### config.mk
export PLATFORM = sky130hd
export DESIGN_NAME = mcc_machine_cycle_clock_control
export DESIGN_NICKNAME = d
export VERILOG_FILES = /design/src/verilog/mcc_pkg.sv /design/src/verilog/mcc_machine_cycle_clock_control.sv
export VERILOG_INCLUDE_DIRS = /design/src /design/src/verilog
export SDC_FILE = /design/constraint.sdc
export NUM_CORES = 1
export LEC_CHECK = 0
export ABC_CLOCK_PERIOD_IN_PS = 1630
export BUFFER_PORTS_ARGS = -buffer_cell sky130_fd_sc_hd__buf_4
export CELL_PAD_IN_SITES_DETAIL_PLACEMENT = 1
export CELL_PAD_IN_SITES_GLOBAL_PLACEMENT = 1
export CORE_MARGIN = 2
export CORE_UTILIZATION = 39
export DETAILED_ROUTE_END_ITERATION = 7
export PLACE_DENSITY_LB_ADDON = 0.1
export SKIP_CTS_REPAIR_TIMING = 1
export SYNTH_ARGS = -nofsm -noshare
export SYNTH_HDL_FRONTEND = slang
export SYNTH_SLANG_ARGS = --single-unit
### constraint.sdc
create_clock -name core_clk_i -period 1.63 [get_ports core_clk_i]
set_input_delay 0.163 -clock core_clk_i [delete_from_list [all_inputs] [get_ports core_clk_i]]
set_output_delay 0.163 -clock core_clk_i [all_outputs]
set_load 0.1 [all_outputs]
### src/verilog/mcc_params.svh
// Purpose: Constants for the machine-cycle clock control block.
// Assumes: One core clock at 200 MHz, APB register access.
// Notes: Offsets are byte addresses of 32-bit registers.
`ifndef MCC_PARAMS_SVH
`define MCC_PARAMS_SVH
`define MCC_OFF_CTRL 12'h000
`define MCC_OFF_STAT 12'h004
`define MCC_OFF_IRQ_STAT 12'h008
`define MCC_OFF_IRQ_CLR 12'h00C
`define MCC_OFF_IRQ_EN 12'h010
`define MCC_FAST_CLKS 11'd4
`define MCC_SLOW_CLKS 11'd1024
`define MCC_TMR_SLOW 4'd12
`define MCC_TMR_FAST 4'd4
`define MCC_CTRL_RST 32'h0000_0000
`define MCC_B_LOWRATE 0
`define MCC_B_AUTOSW 1
`define MCC_B_TMRFAST 2
`define MCC_B_MUL_LO 3
`define MCC_B_IDLE 5
`define MCC_B_STOP 6
`define MCC_B_PFRST_EN 7
`endif

### src/verilog/mcc_pkg.sv
// Purpose: Types for the machine-cycle clock control block.
// Assumes: Included constants header.
// Notes: Carries cycle outputs as one struct.
package mcc_pkg;
	typedef enum logic [1:0] {
		MCC_RUN,
		MCC_IDLE,
		MCC_STOP
	} mcc_pstate_t;
	typedef struct packed {
		logic ale;
		logic cyc_end;
		logic tmr_tick;
	} mcc_cyc_t;
endpackage

### src/verilog/mcc_machine_cycle_clock_control.sv
// Purpose: Machine-cycle timing, timer tick, power states and power fail.
// Assumes: External events and supply flag are asynchronous pins.
// Notes: Registers are reached over APB with one wait state.
`timescale 1ns/1ps
`include "mcc_params.svh"
module mcc_machine_cycle_clock_control
	import mcc_pkg::*;
(
	input wire logic core_clk_i,
	input wire logic resetn_i,
	input wire logic psel_i,
	input wire logic penable_i,
	input wire logic pwrite_i,
	input wire logic [11:0] paddr_i,
	input wire logic [31:0] pwdata_i,
	input wire logic wake_i,
	input wire logic ext_int_i,
	input wire logic serial_act_i,
	input wire logic supply_low_i,
	output logic [31:0] prdata_o,
	output logic pready_o,
	output logic pslverr_o,
	output logic ale_o,
	output logic cyc_end_o,
	output logic tmr_tick_o,
	output logic [1:0] clk_mul_o,
	output logic cpu_idle_o,
	output logic clk_stop_o,
	output logic pf_reset_o,
	output logic irq_o
);
	logic [2:0] sa_q, sb_q;
	logic sup_a_q, sup_b_q, sup_c_q;
	logic [31:0] ctrl_q, ctrl_d;
	logic [1:0] ist_q, ist_d, ien_q, ien_d;
	logic low_rate_cycle_mode_q, low_rate_cycle_mode_d;
	logic [10:0] cnt_q, cnt_d;
	logic [3:0] tcnt_q, tcnt_d;
	mcc_pstate_t ps_q, ps_d;
	mcc_cyc_t cyc_q, cyc_d;
	logic [31:0] rd_q, rd_d;
	logic rdy_q, rdy_d, err_q, err_d, irq_q, irq_d, pfr_q, pfr_d;
	logic idle_q, idle_d, stop_q, stop_d, stall_q, stall_d;
	logic acc, wr, sw_evt, wake_s, pf_s, boundary, low_next;
	logic [10:0] len;
	logic [10:0] gap_q, gap_d;

	function automatic logic hit(input logic [11:0] a, input logic [11:0] o);
		hit = (a == o);
	endfunction

	always_ff @(posedge core_clk_i or negedge resetn_i) begin
		if (!resetn_i) begin
			sa_q <= 3'h0;
			sb_q <= 3'h0;
			sup_a_q <= 1'b0;
			sup_b_q <= 1'b0;
			sup_c_q <= 1'b0;
		end else begin
			sa_q <= {wake_i, serial_act_i, ext_int_i};
			sb_q <= sa_q;
			sup_a_q <= supply_low_i;
			sup_b_q <= sup_a_q;
			sup_c_q <= sup_b_q;
		end
	end

	assign acc = psel_i && penable_i;
	assign wr = acc && pwrite_i && rdy_q;
	assign sw_evt = sb_q[0] || sb_q[1];
	assign wake_s = sb_q[2] || sw_evt;
	assign pf_s = sup_b_q && !sup_c_q;
	assign len = low_rate_cycle_mode_q ? `MCC_SLOW_CLKS : `MCC_FAST_CLKS;
	assign boundary = (cnt_q == len - 11'd1);

	always_comb begin
		ctrl_d = ctrl_q;
		ien_d = ien_q;
		ist_d = ist_q;
		rd_d = rd_q;
		err_d = 1'b0;
		rdy_d = acc && !rdy_q;
		if (wr && hit(paddr_i, `MCC_OFF_CTRL)) begin
			ctrl_d = pwdata_i;
		end
		if (wr && hit(paddr_i, `MCC_OFF_IRQ_EN)) begin
			ien_d = pwdata_i[1:0];
		end
		if (wr && hit(paddr_i, `MCC_OFF_IRQ_CLR)) begin
			ist_d = ist_q & ~pwdata_i[1:0];
		end
		if (pf_s) begin
			ist_d[0] = 1'b1;
		end
		if (sw_evt && low_rate_cycle_mode_q && ctrl_q[`MCC_B_AUTOSW]) begin
			ist_d[1] = 1'b1;
		end
		if (ps_q != MCC_RUN && wake_s) begin
			ctrl_d[`MCC_B_IDLE] = 1'b0;
			ctrl_d[`MCC_B_STOP] = 1'b0;
		end
		if (ctrl_q[`MCC_B_AUTOSW] && sw_evt) begin
			ctrl_d[`MCC_B_LOWRATE] = 1'b0;
		end
		if (acc && !rdy_q && !pwrite_i) begin
			case (paddr_i)
				`MCC_OFF_CTRL: rd_d = ctrl_q;
				`MCC_OFF_STAT: rd_d = {28'h0, pfr_q, sup_b_q,
					ps_q != MCC_RUN, low_rate_cycle_mode_q};
				`MCC_OFF_IRQ_STAT: rd_d = {30'h0, ist_q};
				`MCC_OFF_IRQ_CLR: rd_d = 32'h0;
				`MCC_OFF_IRQ_EN: rd_d = {30'h0, ien_q};
				default: begin
					rd_d = 32'h0;
					err_d = 1'b1;
				end
			endcase
		end else if (acc && !rdy_q) begin
			err_d = !(hit(paddr_i, `MCC_OFF_CTRL) ||
				hit(paddr_i, `MCC_OFF_IRQ_CLR) ||
				hit(paddr_i, `MCC_OFF_IRQ_EN));
		end
		irq_d = |(ist_d & ien_d);
	end

	assign low_next = ctrl_q[`MCC_B_LOWRATE] &&
		!(ctrl_q[`MCC_B_AUTOSW] && sw_evt);

	always_comb begin
		cnt_d = cnt_q;
		tcnt_d = tcnt_q;
		low_rate_cycle_mode_d = low_rate_cycle_mode_q;
		ps_d = ps_q;
		cyc_d = '0;
		pfr_d = pfr_q;
		if (ps_q != MCC_STOP) begin
			if (boundary) begin
				cnt_d = 11'd0;
				low_rate_cycle_mode_d = low_next;
			end else begin
				cnt_d = cnt_q + 11'd1;
			end
			cyc_d.ale = (cnt_q == 11'd0);
			cyc_d.cyc_end = boundary;
			if (tcnt_q == (ctrl_q[`MCC_B_TMRFAST] ? `MCC_TMR_FAST
				: `MCC_TMR_SLOW) - 4'd1) begin
				tcnt_d = 4'd0;
				cyc_d.tmr_tick = 1'b1;
			end else begin
				tcnt_d = tcnt_q + 4'd1;
			end
		end
		case (ps_q)
			MCC_RUN: begin
				if (ctrl_q[`MCC_B_STOP] && boundary) begin
					ps_d = MCC_STOP;
				end else if (ctrl_q[`MCC_B_IDLE] && boundary) begin
					ps_d = MCC_IDLE;
				end
			end
			MCC_IDLE, MCC_STOP: begin
				if (wake_s) begin
					ps_d = MCC_RUN;
				end
			end
			default: ps_d = MCC_RUN;
		endcase
		pfr_d = ctrl_q[`MCC_B_PFRST_EN] && sup_b_q;
		idle_d = (ps_d == MCC_IDLE);
		stop_d = (ps_d == MCC_STOP);
	end

	always_ff @(posedge core_clk_i or negedge resetn_i) begin
		if (!resetn_i) begin
			ctrl_q <= `MCC_CTRL_RST;
			ien_q <= 2'h0;
			ist_q <= 2'h0;
			rd_q <= 32'h0;
			rdy_q <= 1'b0;
			err_q <= 1'b0;
			irq_q <= 1'b0;
			cnt_q <= 11'd0;
			tcnt_q <= 4'd0;
			low_rate_cycle_mode_q <= 1'b0;
			ps_q <= MCC_RUN;
			cyc_q <= '0;
			pfr_q <= 1'b0;
			idle_q <= 1'b0;
			stop_q <= 1'b0;
		end else begin
			ctrl_q <= ctrl_d;
			ien_q <= ien_d;
			ist_q <= ist_d;
			rd_q <= rd_d;
			rdy_q <= rdy_d;
			err_q <= err_d;
			irq_q <= irq_d;
			cnt_q <= cnt_d;
			tcnt_q <= tcnt_d;
			low_rate_cycle_mode_q <= low_rate_cycle_mode_d;
			ps_q <= ps_d;
			cyc_q <= cyc_d;
			pfr_q <= pfr_d;
			idle_q <= idle_d;
			stop_q <= stop_d;
		end
	end

	assign prdata_o = rd_q;
	assign pready_o = rdy_q;
	assign pslverr_o = err_q;
	assign ale_o = cyc_q.ale;
	assign cyc_end_o = cyc_q.cyc_end;
	assign tmr_tick_o = cyc_q.tmr_tick;
	assign clk_mul_o = ctrl_q[`MCC_B_MUL_LO+1:`MCC_B_MUL_LO];
	assign cpu_idle_o = idle_q;
	assign clk_stop_o = stop_q;
	assign pf_reset_o = pfr_q;
	assign irq_o = irq_q;

	// Counts clocks between strobes and notes any stop in between.
	always_comb begin
		gap_d = gap_q;
		stall_d = stall_q || clk_stop_o;
		if (ale_o) begin
			gap_d = 11'h001;
			stall_d = 1'b0;
		end else if (gap_q != 11'h7FF) begin
			gap_d = gap_q + 11'h001;
		end
	end

	always_ff @(posedge core_clk_i or negedge resetn_i) begin
		if (!resetn_i) begin
			gap_q <= 11'h000;
			stall_q <= 1'b0;
		end else begin
			gap_q <= gap_d;
			stall_q <= stall_d;
		end
	end

	property p_fast_len;
		@(posedge core_clk_i) disable iff (!resetn_i)
		(ale_o && !low_rate_cycle_mode_q)
			|=> !ale_o [*3] ##1 (ale_o || $past(clk_stop_o));
	endproperty
	a_fast_len: assert property (p_fast_len)
		else $error("Fast machine cycle is not four clocks.");

	property p_one_ale;
		@(posedge core_clk_i) disable iff (!resetn_i)
		ale_o |=> !ale_o;
	endproperty
	a_one_ale: assert property (p_one_ale)
		else $error("Address strobe lasts more than one clock.");

	property p_boundary;
		@(posedge core_clk_i) disable iff (!resetn_i)
		$changed(low_rate_cycle_mode_q) |-> cnt_q == 11'd0;
	endproperty
	a_boundary: assert property (p_boundary)
		else $error("Rate changed inside a machine cycle.");

	property p_autosw;
		@(posedge core_clk_i) disable iff (!resetn_i)
		(ctrl_q[`MCC_B_AUTOSW] && sw_evt) |=> !ctrl_q[`MCC_B_LOWRATE];
	endproperty
	a_autosw: assert property (p_autosw)
		else $error("Switchback did not clear low-rate mode.");

	property p_slow;
		@(posedge core_clk_i) disable iff (!resetn_i)
		(low_rate_cycle_mode_q && cnt_q == 11'd4) |-> !boundary;
	endproperty
	a_slow: assert property (p_slow)
		else $error("Low-rate cycle ended too early.");

	property p_tick;
		@(posedge core_clk_i) disable iff (!resetn_i)
		(tmr_tick_o && !ctrl_q[`MCC_B_TMRFAST] && ps_q != MCC_STOP)
			|=> !tmr_tick_o [*3];
	endproperty
	a_tick: assert property (p_tick)
		else $error("Slow timer tick came too soon.");

	property p_tick4;
		@(posedge core_clk_i) disable iff (!resetn_i)
		(tcnt_q == 4'd3 && ctrl_q[`MCC_B_TMRFAST] && ps_q != MCC_STOP)
			|=> tmr_tick_o;
	endproperty
	a_tick4: assert property (p_tick4)
		else $error("Fast timer tick missing.");

	property p_stop;
		@(posedge core_clk_i) disable iff (!resetn_i)
		clk_stop_o |=> !ale_o;
	endproperty
	a_stop: assert property (p_stop)
		else $error("Strobe while clocks stopped.");

	property p_pf;
		@(posedge core_clk_i) disable iff (!resetn_i)
		pf_s |=> ist_q[0];
	endproperty
	a_pf: assert property (p_pf)
		else $error("Power-fail warning not flagged.");

	property p_slow_len;
		@(posedge core_clk_i) disable iff (!resetn_i)
		(ale_o && $past(low_rate_cycle_mode_q, 2) && !stall_q)
			|-> gap_q == `MCC_SLOW_CLKS;
	endproperty
	a_slow_len: assert property (p_slow_len)
		else $error("Low-rate machine cycle is not 1024 clocks.");

	property p_cyc_end;
		@(posedge core_clk_i) disable iff (!resetn_i)
		cyc_end_o |=> ale_o || $past(clk_stop_o);
	endproperty
	a_cyc_end: assert property (p_cyc_end)
		else $error("No strobe after the end of a machine cycle.");

	property p_tick12;
		@(posedge core_clk_i) disable iff (!resetn_i)
		(tcnt_q == 4'hB && !ctrl_q[`MCC_B_TMRFAST] && ps_q != MCC_STOP)
			|=> tmr_tick_o;
	endproperty
	a_tick12: assert property (p_tick12)
		else $error("Slow timer tick missing.");

	property p_wake;
		@(posedge core_clk_i) disable iff (!resetn_i)
		((cpu_idle_o || clk_stop_o) && wake_s)
			|=> !(cpu_idle_o || clk_stop_o);
	endproperty
	a_wake: assert property (p_wake)
		else $error("Wake event did not resume the core.");

	property p_idle;
		@(posedge core_clk_i) disable iff (!resetn_i)
		(ps_q == MCC_RUN && ctrl_q[`MCC_B_IDLE] && !ctrl_q[`MCC_B_STOP] &&
			boundary) |=> cpu_idle_o;
	endproperty
	a_idle: assert property (p_idle)
		else $error("Idle request not taken at the cycle end.");

	property p_pf_irq;
		@(posedge core_clk_i) disable iff (!resetn_i)
		(pf_s && ien_q[0] && !(wr && hit(paddr_i, `MCC_OFF_IRQ_EN)))
			|=> irq_o;
	endproperty
	a_pf_irq: assert property (p_pf_irq)
		else $error("Enabled power-fail warning did not interrupt.");
endmodule

==> results_dict.tcl, run 1 <==
set metrics [dict create \
    yosysTopAreaCellShare_pct 58.59 \
    maxCapViolCount 0 \
    cts_root_buf "clkbuf_16" \
    synth_flop_cell "dfrtp_1" \
    grt_pass1_wl_um 18010 \
    synth.distinct_cells 45 \
    num_vias 3200 \
    setup_viol 71 \
    synth_top_family_by_area "multiplexers" \
    hpwlAfterDp_um 7790 \
    antenna_found_initial 0 \
    path_cells "nand4_1, or4_4, buf_12, mux2_4" \
    synth_xor_area_share_pct 1.972 \
    fillCellCount 1098 \
    clock_sinks 104 \
    grt_util_all_layers_pct 18.48 \
    synth-compound-area-share_pct 9.549 \
    period_needed_ns 1.774 \
    fp.dieW_um 110.7 \
    critPathLaunchType "register" \
    die_y_um 110.7 \
    port_buffers 95 \
    drt_iter0_drc 92 \
    cts_buffer_depth 2 \
    status "finished, violations left" \
    routed_via_density 4.977 \
    synth-seq-cells 104 \
    cts-buffers-inserted 9 \
    synth_area_mm2 0.004442 \
    totalWireLength_um 11980 \
    endpoint_kind "register" \
    clock_skew_ns 0.007663 \
    final.period_utilization_pct 108.9 \
    n_antenna_cell 0 \
    core-area_mm2 0.01098 \
    yosysWarnings 0 \
    cp_data_arrival_time_ns 2.02 \
    synthArstFlopShare_pct 100.0 \
    clk_pin_slew_ns 0.07 \
    seqCellArea_mm2 0.002608 \
    drc_errors 0 \
    final_cell_mix "buf_4, dfrtp_1, a22o_1" \
    grt_pass1_vias 3525 \
    power_uw 7532 \
    max-slew-margin-rel_pct 74.65 \
    final_max_slew_viol_count 0 \
    initial_core_util_pct 40.44 \
    final_hold_viol_count 0 \
    syn-num-nets 392 \
    dr.pass1.iters 4 \
    tightest_slew_ns 0.3802 \
    h-tree-depth 3 \
    yosys.area_share.adder_pct 1.690 \
    io-pin-count 96 \
    area_growth_syn_to_layout_pct 47.44 \
    max_freq_ghz 0.5636 \
    syn_avg_cell_area_um2 13.34 \
    violations "negative setup slack" \
    critPathBufInv 1 \
    overflow 0 \
    crit_required_ns 1.87 \
    gp_congestion 0.7599 \
    cts_tree "built" \
    hold_class "input port to register" \
    drive_above_1_share_pct 52.09 \
    rsz0062_at_grt "yes" \
    slowest_delay_ns 0.53 \
    worstSetupPathType "register to register" \
    synthMuxAreaShare_pct 12.65 \
    layout_setup_ws_ns -0.1444 \
    vdd_drop_max_uv 879.4 \
    multi_input_area_mm2 0.001984 \
    wl_per_cell_um 18.63 \
    grt_max_degree 37 \
    crit_slowest_cell "or4_4" \
    synth-edff-count 0 \
    synthCells 333 \
    p_per_area_mw_per_mm2 1150 \
    dieArea_mm2 0.01226 \
    cp_top_family "simple AND/OR/NAND/NOR gates" \
    synthSimpleGateAreaFrac_pct 12.17 \
    rows 38 \
    leakage_uw 0.003311 \
    final_common_cell "buf_4" \
    path_max_fanout 19 \
    seq_area_frac_synth_pct 58.59 \
    fin_hold_ws_ns 0.02874 \
    insertion_delay_ns 0.36 \
    final_antenna_net_count 0 \
    synth_top_area_cell "dfrtp_1" \
    final_nets 557 \
    synth_area_leaders "dfrtp_1, mux2_4, a22o_1, mux2i_1, nor2_1" \
]
## sequential cells by signal, indices dropped and copies added, names as in the netlist
| name | flops |
|---|---|
| ctrl_q | 32 |
| prdata_o | 32 |
| cnt_q | 11 |
| tcnt_q | 4 |
| sa_q | 3 |
| sb_q | 3 |
| ien_q | 2 |
| ist_q | 2 |
| ps_q | 2 |
| ale_o | 1 |
| clk_stop_o | 1 |
| cpu_idle_o | 1 |
| cyc_end_o | 1 |
| irq_o | 1 |
| low_rate_cycle_mode_q | 1 |
| pf_reset_o | 1 |
| pready_o | 1 |
| pslverr_o | 1 |
| sup_a_q | 1 |
| sup_b_q | 1 |
| sup_c_q | 1 |
| tmr_tick_o | 1 |
## per-stage QoR
stage                     setup slack (ns)  util (%)  area (µm²)  TNS, ns  instances
after floorplan                    -0.2995         -        4489   -16.04        333
after global placement             -0.3178     51.82        5692   -14.16        604
after detailed placement           -0.3373     51.82        5692   -15.99        604
after CTS                          -0.3378     54.74        6012   -9.602        620
after global routing               -0.1858     59.63        6549   -9.657        643
final                              -0.1444     59.63        6549   -5.720        643
## cell usage after synthesis, types with 2 or more instances
master	number
nor4_4	2
nand2_1	14
mux2_2	5
nor2_1	22
and2_1	4
nor3b_1	2
and3_1	4
a22o_1	31
mux2_4	27
mux2i_1	10
buf_4	2
xor2_1	4
xnor2_1	6
o21ai_0	12
nor4b_1	2
a21o_1	2
nand3_1	4
nor3_1	6
inv_1	8
o31ai_1	3
clkbuf_1	9
dfrtp_1	104
nand4_1	5
nor2b_1	5
buf_12	3
nand2b_1	4
or3_1	4
nor4_1	4
nand3b_1	2
a21oi_1	3
ha_1	6
## per-layer routing
layer | global-route usage (%) | wire (µm) | vias up
li1 | - | - | 1525
met1 | 22.55 | 4932 | 1602
met3 | 6.288 | 528 | 14
met4 | 5.250 | 168 | 0
met5 | 0 | 0 | -
met2 | 31.25 | 6348 | 59
## worst paths after layout
kind / start / to / slack, ns / cells past startpoint
setup / recovery: pready_o$_DFF_PN0_ / ctrl_q[19]$_DFFE_PN0P_ / -0.14 / 4
hold / removal: pwdata_i[13] / ctrl_q[13]$_DFFE_PN0P_ / 0.03 / 2
setup reg to reg: pready_o$_DFF_PN0_ / ctrl_q[19]$_DFFE_PN0P_ / -0.14 / 4
hold reg to reg: sa_q[1]$_DFF_PN0_ / sb_q[1]$_DFF_PN0_ / 0.34 / 0
max in group asynchronous: resetn_i / pready_o$_DFF_PN0_ / 0.82 / 3
min in group asynchronous: resetn_i / tmr_tick_o$_DFF_PN0_ / 0.21 / 2
## kinds of logic (layout without fill, tap and decap cells)
| logic type | after synthesis | count (layout) |
|---|---|---|
| multiplexers | 42 | 42 |
| buffers and inverters | 23 | 193 |
| flip-flops | 104 | 104 |
| AO/OA/AOI/OAI | 56 | 56 |
| adder cells (fa/ha/maj) | 6 | 6 |
| XOR/XNOR | 10 | 10 |
| AND/OR/NAND/NOR | 92 | 92 |
## where the power goes
| part | internal, µW | total [µW] | switching (µW) |
|---|---|---|---|
| combinational | 1110 | 2250 | 1140 |
| clock | 1360 | 2360 | 999 |
| sequential | 2770 | 2920 | 148 |
## layout make-up
type,instances,share of cell area [%]
Clock buffer,11,3.554
Clock inverter,5,1.337
Inverter,8,0.4585
Multi-Input combinational cell,206,30.30
Sequential cell,104,39.82
Tap cell,140,2.675
Timing Repair Buffer,169,21.86
Power figures use the tool's default switching activity.
==> inputs of run 2 (changes only) <==
--- a/config.mk
+++ b/config.mk
@@ -11,4 +11,5 @@
 export CELL_PAD_IN_SITES_DETAIL_PLACEMENT = 1
 export CELL_PAD_IN_SITES_GLOBAL_PLACEMENT = 1
+export CORE_ASPECT_RATIO = 0.6
 export CORE_MARGIN = 2
 export CORE_UTILIZATION = 39
==> constraint.sdc (replaced) <==
create_clock -name core_clk_i -period 1.63 [get_ports core_clk_i]
set_input_delay 0.326 -clock core_clk_i [delete_from_list [all_inputs] [get_ports core_clk_i]]
set_output_delay 0.326 -clock core_clk_i [all_outputs]
set_load 0.1 [all_outputs]
==> results_dict.tcl, run 2 (synthesis gave the netlist of run 1 again) <==
set metrics [dict create \
    leakage_uw 0.003264 \
    setup_viol 69 \
    cts_root_buf "clkbuf_16" \
    grt_pass1_wl_um 18380 \
    rows 30 \
    p_seq_share_pct 42.2 \
    overflow 0 \
    antenna_found_initial 0 \
    period_needed_ns 1.886 \
    dr.pass1.iters 4 \
    drc_errors 0 \
    pwr-share-clk_pct 29.4 \
    tightest_slew_ns 0.4531 \
    hold_class "input port to register" \
    p_per_area_mw_per_mm2 1082 \
    dpl.cell_count 608 \
    endpoint_kind "register" \
    power_switching_uw 2217 \
    insertion_delay_ns 0.34 \
    crit-reg2reg-launch "pready_o$_DFF_PN0_" \
    clock_sinks 104 \
    port_buffers 95 \
    wl_per_cell_um 19.47 \
    cts_tree "built" \
    io-pin-count 96 \
    instances_no_fill 639 \
    clock_skew_ns 0.006696 \
    grt_pass1_vias 3376 \
    path_max_fanout 13 \
    critPathLaunchType "register" \
    p_comb_share_pct 28.4 \
    gp_congestion 0.7689 \
    grt_max_degree 33 \
    startpoint "pready_o$_DFF_PN0_" \
    area_growth_syn_to_layout_pct 45.24 \
    max-slew-margin-rel_pct 69.79 \
    violations "negative setup slack" \
    final_common_cell "buf_4" \
    clk_pin_slew_ns 0.07 \
    reg2reg_to "ctrl_q[11]$_DFFE_PN0P_" \
    final_antenna_net_count 0 \
    max_freq_ghz 0.5303 \
    fin_util_pct 57.67 \
    status "finished, violations left" \
    cts-buffers-inserted 9 \
    drt_iter0_drc 98 \
    crit_end "ctrl_q[11]$_DFFE_PN0P_" \
    final.period_utilization_pct 115.7 \
    hold_path_depth 1 \
    routed_via_density 5.122 \
    num_vias 3273 \
    final_nets 549 \
    dieArea_mm2 0.01229 \
    hpwlAfterDp_um 8231 \
    fp.dieW_um 141.8 \
    vdd_drop_max_uv 615.6 \
    final_hold_viol_count 0 \
    totalWireLength_um 12440 \
    final_cell_mix "buf_4, dfrtp_1, a22o_1" \
    rrSetupSlack_ns -0.26 \
    core-area_mm2 0.01119 \
    initial_core_util_pct 39.71 \
    grt_util_all_layers_pct 19.62 \
    netSwitchingFraction_pct 31.75 \
    n_antenna_cell 0 \
    h-tree-depth 3 \
    maxCapViolCount 0 \
    cp_data_arrival_time_ns 2.11 \
    layout_setup_ws_ns -0.2558 \
    rsz0062_at_grt "yes" \
    p_int_uw 4765 \
    r2r_cells 4 \
    final_max_slew_viol_count 0 \
    die_y_um 86.67 \
    crit_required_ns 1.85 \
    worstSetupPathType "register to register" \
    drive_above_1_share_pct 52.93 \
    cts_buffer_depth 2 \
]
[run 2: cell count changes in the layout (fill, tap and decap cells not counted), sizes merged]
cell	previous run	this run
dlygate4sd3	5	1
clkinvlp	1	3
clkinv	0	2
buf	162	157
bufinv	2	0
inv	10	9
[run 2: cell type report]
| cell class | instances | area [µm²] |
|---|---|---|
| clock buffer | 10 | 239.0 |
| multi-input combinational | 206 | 1989 |
| tap | 144 | 180.2 |
| sequential | 104 | 2609 |
| clock inverter | 6 | 43.79 |
| inverter | 8 | 30.03 |
| timing repair buffer | 161 | 1360 |
| fill | 1128 | 4735 |
[run 2: stage by stage]
step	setup TNS [ns]	hold WS, ns	setup WS (ns)	power, µW	area (µm²)
6_report	-14.81	0.08608	-0.2558	6982	6451
4_1_cts	-11.42	-0.06728	-0.2782	6636	5982
3_3_place_gp	-17.58	0.2902	-0.4483	4524	5699
2_1_floorplan	-18.66	0.03041	-0.3498	3771	4512
5_1_grt	-17.54	0.06941	-0.2892	7328	6451
3_5_place_dp	-21.53	0.3025	-0.4808	4577	5699
[run 2: critical path, cell delays in order (launching register included)]
cell	delay, ns
dfrtp_4	0.42
nand4_1	0.22
or4_4	0.63
buf_12	0.20
mux2_4	0.30
[run 2: worst min path at each step]
| stage | start | to |
|---|---|---|
| floorplan | resetn_i | ale_o$_DFF_PN0_ |
| global placement | resetn_i | prdata_o[15]$_DFFE_PN0P_ |
| detailed placement | resetn_i | prdata_o[15]$_DFFE_PN0P_ |
| CTS | resetn_i | ctrl_q[17]$_DFFE_PN0P_ |
| global route | wake_i | sa_q[2]$_DFF_PN0_ |
| finish | wake_i | sa_q[2]$_DFF_PN0_ |
[run 2: per-layer routing]
layer / routed length [µm] / GRT usage, % / up-vias / share of wire (%)
li1: - / - / 1501 / -
met1: 6307 / 29.27 / 1687 / 51
met2: 5408 / 28.73 / 77 / 43
met3: 650 / 5.414 / 8 / 5.2
met4: 74 / 4.091 / 0 / 0.59
met5: 0 / 0 / - / 0
[run 2: power groups by stage]
stage	clock [µW]	sequential, µW	combinational, µW
after global routing	2210	2960	2150
final	2050	2950	1990
after floorplan	0	3190	586
after CTS	2100	2910	1630
after global placement	0	2950	1570
after detailed placement	0	2960	1620
==> inputs of run 3 (changes only) <==
SKIP_CTS_REPAIR_TIMING = unset   (was 1)
==> results_dict.tcl, run 3 (synthesis gave the netlist of run 1 again) <==
set metrics [dict create \
    status "finished, violations left" \
    violations "negative setup slack" \
    grt_util_all_layers_pct 19.86 \
    grt_pass1_wl_um 18600 \
    p_per_area_mw_per_mm2 1100 \
    grt_max_degree 33 \
    max-slew-margin-rel_pct 69.90 \
    num_vias 3165 \
    pwr-share-clk_pct 29.3 \
    final_nets 543 \
    hold_class "input port to register" \
    gp_congestion 0.7689 \
    leakage_uw 0.003221 \
    initial_core_util_pct 39.71 \
    cts_tree "built" \
    clk_pin_slew_ns 0.07 \
    clock_skew_ns 0.006918 \
    cts-buffers-inserted 9 \
    fillCellCount 1138 \
    instances_no_fill 633 \
    totalWireLength_um 11580 \
    worstSetupPathType "register to register" \
    dpl.cell_count 608 \
    rows 30 \
    drc_errors 0 \
    place_ws_ns -0.4808 \
    routed_via_density 5.000 \
    multi_input_area_mm2 0.001982 \
    setup_viol 70 \
    rsz0062_at_grt "yes" \
    power_switching_uw 2196 \
    path_max_fanout 19 \
    netSwitchingFraction_pct 31.53 \
    critPathLaunchType "register" \
    p_comb_share_pct 28.6 \
    port_buffers 95 \
    seqCellArea_mm2 0.002608 \
    h-tree-depth 3 \
    cp_data_arrival_time_ns 2.06 \
    drive_above_1_share_pct 52.56 \
    final_cell_mix "buf_4, dfrtp_1, a22o_1" \
    layout_setup_ws_ns -0.2082 \
    cts_root_buf "clkbuf_16" \
    die_y_um 86.67 \
    antenna_found_initial 0 \
    vdd_drop_max_uv 598.8 \
    r2r_cells 4 \
    final_hold_viol_count 0 \
    maxCapViolCount 0 \
    final_common_cell "buf_4" \
    io-pin-count 96 \
    fin_hold_ws_ns 0.08403 \
    final_max_slew_viol_count 0 \
    p_int_uw 4769 \
    crit_required_ns 1.85 \
    final_antenna_net_count 0 \
    wl_per_cell_um 18.29 \
    period_needed_ns 1.838 \
    insertion_delay_ns 0.34 \
    n_antenna_cell 0 \
    grt_pass1_vias 3425 \
    dieArea_mm2 0.01229 \
    p_seq_share_pct 42.2 \
    hold_path_depth 1 \
    area_growth_syn_to_layout_pct 42.51 \
    overflow 0 \
    core-area_mm2 0.01119 \
    fp.dieW_um 141.8 \
    fin_util_pct 56.59 \
    cts_buffer_depth 2 \
    max_freq_ghz 0.5440 \
    hpwlAfterDp_um 8231 \
    endpoint_kind "register" \
    final.period_utilization_pct 112.8 \
    drt_iter0_drc 103 \
    tightest_slew_ns 0.4514 \
    dr.pass1.iters 4 \
    clock_sinks 104 \
]
run 3: changes by cell type in the layout (fill, tap and decap cells not counted), sizes merged:
cell / previous run / this run
buf: 157 / 154
clkbuf: 13 / 10
run 3: path summary, 6_finish.rpt:
path | from | to | slack (ns)
setup / recovery | pready_o$_DFF_PN0_ | ctrl_q[28]$_DFFE_PN0P_ | -0.21
hold / removal | wake_i | sa_q[2]$_DFF_PN0_ | 0.08
setup reg to reg | pready_o$_DFF_PN0_ | ctrl_q[28]$_DFFE_PN0P_ | -0.21
hold reg to reg | sup_a_q$_DFF_PN0_ | sup_b_q$_DFF_PN0_ | 0.35
max in group asynchronous | resetn_i | cnt_q[3]$_DFFE_PN0P_ | 0.61
min in group asynchronous | resetn_i | ctrl_q[17]$_DFFE_PN0P_ | 0.47
run 3: power by group through the flow:
stage / sequential, µW / clock (µW) / combinational, µW
3_5_place_dp: 2960 / 0 / 1620
5_1_grt: 2960 / 2210 / 2160
4_1_cts: 2930 / 2100 / 1810
2_1_floorplan: 3190 / 0 / 586
6_report: 2940 / 2040 / 1990
3_3_place_gp: 2950 / 0 / 1570
run 3: what timing repair did:
action / 4_1_cts / 5_1_grt
endpoints found under the hold margin: 26 / 0
gates resized for setup: 30 / 40
pin swaps: 10 / 20
hold buffers: 1 / 0
endpoints found under the setup margin: 80 / 83
setup buffers: 5 / 4
run 3: final cells by class:
class,instances,share of cell area (%)
Clock buffer,10,3.775
Clock inverter,6,0.6918
Inverter,8,0.4744
Multi-Input combinational cell,206,31.31
Sequential cell,104,41.19
Tap cell,144,2.846
Timing Repair Buffer,155,19.71
run 3: routing by layer:
metal  track usage [%]  part of all wire, %  vias to the layer above  wire (µm)
met2             29.57                   43                       71       5004
li1                  -                    -                     1495          -
met5                 0                    0                        -          0
met3             5.414                  5.0                        9        583
met4             4.091                 0.69                        0         80
met1             29.29                   51                     1590       5911
run 3: metrics by stage:
step	cell area, µm²	power, µW	setup TNS, ns
detailed placement	5699	4577	-21.53
CTS	6158	6837	-10.79
floorplan	4512	3771	-18.66
finish	6330	6965	-11.13
global placement	5699	4524	-17.58
global route	6330	7323	-14.48
run 3: worst max-delay path, stage by stage, from the launching register on:
cell,delay [ns]
dfrtp_4,0.42
nand4_1,0.21
or4_4,0.59
buf_12,0.20
mux2_4,0.30
